$ cat config.mk
export PLATFORM = sky130hd
export DESIGN_NAME = rsc_top
export DESIGN_NICKNAME = d
export VERILOG_FILES = /design/src/include/rsc_pkg.sv /design/src/verilog/rsc_top.sv
export SDC_FILE = /design/constraint.sdc
export NUM_CORES = 1
export LEC_CHECK = 0
export BUFFER_PORTS_ARGS = -buffer_cell sky130_fd_sc_hd__buf_2
export CORE_ASPECT_RATIO = 0.9
export CORE_MARGIN = 2
export CORE_UTILIZATION = 52
export CTS_CLUSTER_DIAMETER = 50
export DETAILED_ROUTE_END_ITERATION = 12
export GPL_ROUTABILITY_DRIVEN = 0
export PLACE_DENSITY = 0.87
export SYNTH_ARGS = -nofsm -noshare
export SYNTH_HDL_FRONTEND = slang
export SYNTH_SLANG_ARGS = --single-unit
export TNS_END_PERCENT = 50
$ cat constraint.sdc
create_clock -name pclk -period 2.85 [get_ports pclk]
set_clock_uncertainty 0.05 [all_clocks]
set_input_delay 0.57 -clock pclk [delete_from_list [all_inputs] [get_ports pclk]]
set_output_delay 0.57 -clock pclk [all_outputs]
set_load 0.1 [all_outputs]
$ cat src/include/rsc_pkg.sv
// Notes on behaviour
// RQ1: any listed source asserts internal reset
// RQ2: programming exit acts like power-on
// RQ3: optional power-up timer extends reset
// RQ4: debounced undervoltage resets, clears brownout flag
// RQ5: mode 11: always on, start waits ready
// RQ6: mode 10: off in sleep, wake waits
// RQ7: mode 01: software enable, no start wait
// RQ8: ready flag shown; protection only when ready
// RQ9: mode 00: brownout disabled, enable ignored
// RQ10: mode 11 ready before execution starts
// RQ11: pin enabled if lvp or pin enable
// RQ12: pin reset clears pin cause flag
// RQ13: pin held low resets; glitches filtered
// RQ14: internal causes never drive pin low
// RQ15: disabled pin: software controls pull-up
// RQ16: watchdog reset updates timeout/powerdown/cause flags
// RQ17: reset instruction clears its cause flag
// RQ18: stack faults reset only when enabled
// RQ19: power-up timer up to 64 ms
// RQ20: execution starts 10 clocks after release
// RQ21: only matching flags change; writes never reset
// RQ22: internal reset released synchronously
package rsc_pkg;
   localparam int unsigned CLK_HZ       = 20_000_000;
   localparam int unsigned POWERUP_DELAY_TIMER_MS      = 64;
   localparam int unsigned POWERUP_DELAY_TIMER_CYC     = (CLK_HZ / 1000) * POWERUP_DELAY_TIMER_MS;
   localparam int unsigned DEBOUNCE_NS  = 1000;
   localparam int unsigned DEBOUNCE_CYC = (DEBOUNCE_NS + 49) / 50;
   localparam int unsigned PIN_FILT_CYC = 4;
   localparam int unsigned START_CYC    = 10;
   localparam logic [1:0] BO_OFF    = 2'h0;
   localparam logic [1:0] BO_SW     = 2'h1;
   localparam logic [1:0] BO_NOSLP  = 2'h2;
   localparam logic [1:0] BO_ALWAYS = 2'h3;
   // apb map
   localparam logic [11:0] ADDR_CTRL   = 12'h000;
   localparam logic [11:0] ADDR_FLAGS  = 12'h004;
   localparam logic [11:0] ADDR_STATUS = 12'h008;
   localparam int unsigned CTRL_SBOR_BIT = 0;
   localparam int unsigned CTRL_PUE_BIT  = 1;
   localparam logic [7:0] FLAGS_RST = 8'h3f;
   localparam logic       CTRL_SBOR_RST = 1'b1;
   // flag bits: timeout, powerdown, wdt, pin, instr, brownout, ovf, unf
   typedef struct packed {
      logic stack_under_flag;
      logic stack_over_flag;
      logic brownout_flag;
      logic instr_reset_cause_flag;
      logic pin_reset_cause_flag;
      logic watchdog_cause_flag;
      logic powerdown_flag;
      logic timeout_flag;
   } rsc_flags_t;
   typedef enum logic [3:0] {
      ST_POR  = 4'h1,
      ST_POWERUP_DELAY_TIMER = 4'h2,
      ST_WAIT = 4'h4,
      ST_RUN  = 4'h8
   } rsc_state_t;
   typedef struct packed {
      rsc_state_t state;
      logic [23:0] cnt;
      logic [7:0]  bo_cnt;
      logic [3:0]  pin_cnt;
      logic        pin_low;
      logic        sbor;
      logic        pue;
      rsc_flags_t  flags;
      logic        core_rst;
      logic [31:0] prdata;
   } rsc_st_t;
endpackage : rsc_pkg

$ cat src/verilog/rsc_top.sv
// Implementation choices: the register offsets and the APB register port.
`timescale 1ns/1ps
module rsc_top #(
   parameter int unsigned POWERUP_DELAY_TIMER_CYCLES = rsc_pkg::POWERUP_DELAY_TIMER_CYC
) (
   input  wire logic        pclk,
   input  wire logic        presetn,
   input  wire logic        psel,
   input  wire logic        penable,
   input  wire logic        pwrite,
   input  wire logic [11:0] paddr,
   input  wire logic [31:0] pwdata,
   output logic [31:0]      prdata,
   output logic             pready,
   output logic             pslverr,
   input  wire logic        por_event,
   input  wire logic        prog_exit,
   input  wire logic        vdd_below_bor,
   input  wire logic        bor_ready_in,
   input  wire logic        sleep_mode,
   input  wire logic        wake_req,
   input  wire logic [1:0]  brownout_mode_field,
   input  wire logic        powerup_delay_select,
   input  wire logic        pin_reset_enable,
   input  wire logic        low_voltage_prog_enable,
   input  wire logic        ext_reset_pin_i,
   output logic             ext_reset_pin_o,
   output logic             ext_reset_pin_oe,
   output logic             pin_pullup_en,
   input  wire logic        watchdog_timeout,
   input  wire logic        watchdog_clear_instr,
   input  wire logic        sleep_instr,
   input  wire logic        reset_instr,
   input  wire logic        stack_fault_reset_enable,
   input  wire logic        stack_over,
   input  wire logic        stack_under,
   output logic             brownout_ready_flag,
   output logic             brownout_armed,
   output logic             core_reset,
   output logic             wake_ok
);
   rsc_pkg::rsc_st_t s_ff;
   rsc_pkg::rsc_st_t nxt_s;
   logic bo_active;
   logic bo_trip;
   logic pin_en;
   logic pin_rst;
   logic cold;
   logic warm;
   logic wr;
   logic rd;

   // apb strobes, zero wait states
   assign wr = psel & penable & pwrite;
   assign rd = psel & ~penable & ~pwrite;
   assign pready  = 1'b1;
   assign pslverr = 1'b0;
   assign prdata  = s_ff.prdata;

   // brownout detector mode decode
   always_comb begin
      case (brownout_mode_field)
         rsc_pkg::BO_ALWAYS: bo_active = 1'b1;            // RQ5
         rsc_pkg::BO_NOSLP:  bo_active = ~sleep_mode;     // RQ6
         rsc_pkg::BO_SW:     bo_active = s_ff.sbor;       // RQ7
         default:            bo_active = 1'b0;            // RQ9
      endcase
   end
   assign brownout_ready_flag = bo_active & bor_ready_in; // RQ8
   assign brownout_armed      = brownout_ready_flag;
   assign bo_trip = brownout_ready_flag &&
                    s_ff.bo_cnt >= 8'(rsc_pkg::DEBOUNCE_CYC); // RQ4

   // pin function and filter
   assign pin_en  = low_voltage_prog_enable | pin_reset_enable; // RQ11
   assign pin_rst = pin_en & s_ff.pin_low;                      // RQ13
   assign ext_reset_pin_o  = 1'b0;  // RQ14
   assign ext_reset_pin_oe = 1'b0;  // RQ14
   assign pin_pullup_en = pin_en ? 1'b1 : s_ff.pue; // RQ15

   assign cold = por_event | prog_exit | bo_trip; // RQ1 RQ2
   assign warm = watchdog_timeout | reset_instr | pin_rst |
                 (stack_fault_reset_enable & (stack_over | stack_under)); // RQ18
   assign core_reset = s_ff.core_rst; // RQ22
   // wake gating: mode 10 waits for ready and supply, others immediate
   assign wake_ok = wake_req &
      ((brownout_mode_field != rsc_pkg::BO_NOSLP) ||
       (bor_ready_in & ~vdd_below_bor)); // RQ6

   // next state
   always_comb begin
      nxt_s = s_ff;
      nxt_s.prdata = 32'h0;
      nxt_s.bo_cnt = (brownout_ready_flag & vdd_below_bor) ?
         (s_ff.bo_cnt == 8'hff ? 8'hff : s_ff.bo_cnt + 8'h1) : 8'h0;
      if ((~ext_reset_pin_i) == s_ff.pin_low) // pin matches filtered level
         nxt_s.pin_cnt = 4'h0;
      else if (s_ff.pin_cnt == 4'(rsc_pkg::PIN_FILT_CYC - 1)) begin
         nxt_s.pin_low = ~ext_reset_pin_i; // RQ13
         nxt_s.pin_cnt = 4'h0;
      end else
         nxt_s.pin_cnt = s_ff.pin_cnt + 4'h1;
      // software access; writes never start a reset
      if (wr && paddr == rsc_pkg::ADDR_CTRL) begin
         nxt_s.sbor = pwdata[rsc_pkg::CTRL_SBOR_BIT];
         nxt_s.pue  = pwdata[rsc_pkg::CTRL_PUE_BIT];
      end
      if (wr && paddr == rsc_pkg::ADDR_FLAGS)
         nxt_s.flags = pwdata[7:0]; // RQ21
      if (rd) begin
         case (paddr)
            rsc_pkg::ADDR_CTRL:   nxt_s.prdata = {30'h0, s_ff.pue, s_ff.sbor};
            rsc_pkg::ADDR_FLAGS:  nxt_s.prdata = {24'h0, s_ff.flags};
            rsc_pkg::ADDR_STATUS: nxt_s.prdata = {28'h0, s_ff.state};
            default:              nxt_s.prdata = 32'h0;
         endcase
      end
      // sleep and clear instructions move timeout and powerdown
      if (watchdog_clear_instr) begin
         nxt_s.flags.timeout_flag   = 1'b1;
         nxt_s.flags.powerdown_flag = 1'b1;
      end
      if (sleep_instr) begin
         nxt_s.flags.timeout_flag   = 1'b1;
         nxt_s.flags.powerdown_flag = 1'b0;
      end
      // hardware events beat software writes
      if (watchdog_timeout) begin
         nxt_s.flags.timeout_flag        = 1'b0; // RQ16
         nxt_s.flags.watchdog_cause_flag = 1'b0; // RQ16
         if (sleep_mode)
            nxt_s.flags.powerdown_flag = 1'b0;   // RQ16
      end
      if (pin_rst) begin
         nxt_s.flags.pin_reset_cause_flag = 1'b0; // RQ12
         if (sleep_mode) begin
            nxt_s.flags.timeout_flag   = 1'b1;
            nxt_s.flags.powerdown_flag = 1'b0;
         end
      end
      if (reset_instr)
         nxt_s.flags.instr_reset_cause_flag = 1'b0; // RQ17
      if (stack_fault_reset_enable & stack_over)
         nxt_s.flags.stack_over_flag = 1'b1;  // RQ18
      if (stack_fault_reset_enable & stack_under)
         nxt_s.flags.stack_under_flag = 1'b1; // RQ18
      if (bo_trip) begin
         nxt_s.flags = rsc_pkg::FLAGS_RST;
         nxt_s.flags.brownout_flag = 1'b0; // RQ4
      end
      if (por_event | prog_exit) begin
         nxt_s.flags = rsc_pkg::FLAGS_RST; // RQ2
         nxt_s.sbor  = rsc_pkg::CTRL_SBOR_RST;
      end
      // sequencer
      case (s_ff.state)
         rsc_pkg::ST_POR: begin
            nxt_s.core_rst = 1'b1;
            nxt_s.cnt = 24'h0;
            if (!cold)
               nxt_s.state = powerup_delay_select ?
                  rsc_pkg::ST_POWERUP_DELAY_TIMER : rsc_pkg::ST_WAIT; // RQ3
         end
         rsc_pkg::ST_POWERUP_DELAY_TIMER: begin
            nxt_s.cnt = s_ff.cnt + 24'h1;
            if (s_ff.cnt >= 24'(POWERUP_DELAY_TIMER_CYCLES - 1)) begin // RQ19
               nxt_s.cnt = 24'h0;
               nxt_s.state = rsc_pkg::ST_WAIT;
            end
         end
         rsc_pkg::ST_WAIT: begin
            // mode 11 start waits for ready and supply
            if (pin_rst || (brownout_mode_field == rsc_pkg::BO_ALWAYS &&
                (!bor_ready_in || vdd_below_bor)))       // RQ5 RQ10
               nxt_s.cnt = 24'h0;
            else if (s_ff.cnt == 24'(rsc_pkg::START_CYC - 1)) begin // RQ20
               nxt_s.core_rst = 1'b0; // RQ22
               nxt_s.state = rsc_pkg::ST_RUN;
            end else
               nxt_s.cnt = s_ff.cnt + 24'h1;
         end
         rsc_pkg::ST_RUN: begin
            if (warm) begin // RQ1
               nxt_s.core_rst = 1'b1;
               nxt_s.cnt = 24'h0;
               nxt_s.state = rsc_pkg::ST_WAIT;
            end
         end
         default: nxt_s.state = rsc_pkg::ST_POR;
      endcase
      if (cold) begin // RQ1
         nxt_s.core_rst = 1'b1;
         nxt_s.state = rsc_pkg::ST_POR;
      end
   end

   // state register
   always_ff @(posedge pclk or negedge presetn) begin
      if (!presetn) begin
         s_ff.state    <= rsc_pkg::ST_POR;
         s_ff.cnt      <= 24'h0;
         s_ff.bo_cnt   <= 8'h0;
         s_ff.pin_cnt  <= 4'h0;
         s_ff.pin_low  <= 1'b0;
         s_ff.sbor     <= rsc_pkg::CTRL_SBOR_RST;
         s_ff.pue      <= 1'b0;
         s_ff.flags    <= rsc_pkg::FLAGS_RST;
         s_ff.core_rst <= 1'b1;
         s_ff.prdata   <= 32'h0;
      end else
         s_ff <= nxt_s;
   end
endmodule : rsc_top

==> reports/qor.yml <==
run_status:
  outcome: "completed"
clocking:
  clock_latency_ps: 340
  cts.sinks: 60
  cts_made_buffers: 9
  cts_root_buf: "clkbuf_8"
  path_clk_slew_ps: 60
  tritoncts: "yes"
  post-cts-setup-buffer-count: 0
  h-tree-depth: 3
  clockBufferDepth: 2
placed_design:
  place_area_sq_um: 3970
  hpwl_mm: 5.93
  port_buffers: 56
  dp_cells: 530
sta:
  timing.slew.headroom_pct: 37.0
  min_period_over_period_pct: 88.2
  fmaxAchievable_mhz: 398
  rsz0062_at_grt: "false"
  slew_violations: 0
  period_needed_ps: 2510
  setup_viol: 0
  tightestPinTransition_ps: 944
  hold_violations: 0
synthesis:
  netlist_instances: 383
  async_flop_share_pct: 100
  synth_common_cells: "51 x dfrtp_1, 46 x nor2_1, 37 x buf_4"
  synth.area.top_cells: "dfrtp_1 35%, buf_4 7.6%, dfstp_2 6.4%, nor2_1 4.7%, xnor2_1 4.1%"
  synth_seq_cells: 60
  synth-edff-count: 0
  synth_area_sq_um: 3670
  synth_cell_types: 61
  synth_top_area_share_pct: 34.7
  synth_flop_cell: "dfrtp_1"
  synth.most_common_cell: "dfrtp_1"
  ys_warn_count: 0
  ys_seq_area_share_pct: 41.2
  synth_top_area_cell: "dfrtp_1"
  synth_area_per_cell_sq_um: 9.59
floorplan:
  rows: 29
  io-pin-count: 109
  die_x_microns: 92.6
  initial_core_util_pct: 53.0
  core_area_sq_um: 6930
  dieArea_sq_um: 7750
  die_h_microns: 83.7
global_route:
  grt_first_pass_wirelength_mm: 12.9
  antenna_found_initial: 0
  grt_usage_pct: 21.1
  gr-total-overflow: 0
  grt_max_degree: 44
  grt_pass1_vias: 2867
drt:
  ant_nets: 0
  viasPerCell: 5.51
  routed_wl_mm: 7.85
  drc: 0
  first_pass_iters: 4
  drt_iter0_drc: 224
  vias: 3008
  post_drt_wl_per_cell_microns: 14.4
critical_path:
  r2r_setup_slack_ps: 340
  end_kind: "flip-flop"
  required_ps: 3000
  worstPathArrival_ps: 2660
  rr_endpoint: "s_ff[79]$_DFFE_PN0P_"
  critical_path_class: "reg2reg"
  path_max_fanout: 21
  r2r_start: "s_ff[72]$_DFFE_PN0P_"
  r2r_cells: 6
  start_kind: "flip-flop"
power:
  leakage_nw: 1.79
  power_density_nw_per_um2: 514
  vdd_ir_drop_max_v: 0.000218
min_path:
  hold_path.class: "in2async"
cells_and_area:
  instances_no_fill: 546
  area_growth_pct: 14.5
  n_antenna_cell: 0
  fin_nets: 521
  final_area_sq_um: 4210
  drive_gt1_share_pct: 26.5
job:
  cap_violations: 0
==> flip-flops by register name, summed over array words and instances (netlist names) <==
name / count
prdata: 8
core_reset: 1
s_ff: 51
==> how the worst max path moves through the flow <==
stage	from	end	cells past startpoint	slack, ps
CTS	s_ff[57]$_DFFE_PN0P_	s_ff[71]$_DFFE_PN0P_	12	260
global route	s_ff[57]$_DFFE_PN0P_	s_ff[71]$_DFFE_PN0P_	12	110
detailed placement	s_ff[72]$_DFFE_PN0P_	s_ff[72]$_DFFE_PN0P_	6	-10
global placement	s_ff[72]$_DFFE_PN0P_	s_ff[73]$_DFFE_PN0P_	6	100
finish	s_ff[72]$_DFFE_PN0P_	s_ff[79]$_DFFE_PN0P_	6	340
floorplan	brownout_mode_field[1]	brownout_ready_flag	3	160
==> critical path: stages, from the launching register on <==
cell	delay [ps]
dfrtp_1	420
and3_1	270
nand3_1	130
or4b_2	710
o2bb2ai_4	190
nor2_4	480
nor2_1	120
==> area by class of cell <==
| type | count | area, sq um |
|---|---|---|
| clock buffers | 13 | 179 |
| clock inverters | 3 | 42.5 |
| fillers | 578 | 2720 |
| inverters | 9 | 33.8 |
| multi-input cells | 294 | 1910 |
| flip-flops and latches | 60 | 1510 |
| well taps | 93 | 116 |
| repair buffers | 74 | 415 |
==> layout by cell type, fill, tap and decap left out, types with 14 or more instances in the layout <==
cell and n:
buf_2 56, a21oi_1 21, buf_4 18, dfrtp_1 51, conb_1 28, xnor2_1 17, nor3_1 14, nand2_1 18
nor2_1 46
==> where the power goes <==
part           internal (mW)  switching, mW
clock                  0.498          0.325
sequential             0.884         0.0275
combinational          0.101          0.328
==> kinds of logic (layout without fill, tap and decap cells) <==
family,after synthesis,in the layout,synth area share (%)
compound gates,69,69,13.8
fa+ha+maj,5,5,1.70
xor+xnor,20,20,4.77
flops,60,60,41.2
simple gates,158,158,24.5
buf+inv,55,99,9.98
other cells,2,28,0.204
mux,14,14,3.85
==> layer usage <==
metal | track usage, % | vias up | wire (microns)
met5 | 0 | - | 0
met4 | 7.87 | 0 | 181
met3 | 6.41 | 20 | 508
met2 | 34.2 | 107 | 3890
met1 | 26.6 | 1433 | 3270
li1 | - | 1448 | -
==> what timing repair did <==
action                                  CTS  global route
cloned                                    0             0
resized for setup                         1             1
endpoints found under the setup margin    5             2
hold buffers                              0             0
==> metrics by stage <==
step,setup TNS [ps],worst slack (ps),hold WS [ps],total power [mW],util [%]
CTS,0,260,344,2.18,60.6
detailed placement,-20.3,-10.6,430,1.35,57.3
global route,0,111,330,2.27,60.7
finish,0,336,319,2.16,60.7
floorplan,0,164,224,1.28,-
global placement,0,104,410,1.34,57.3
No activity file was read; power rests on OpenSTA's default activity.
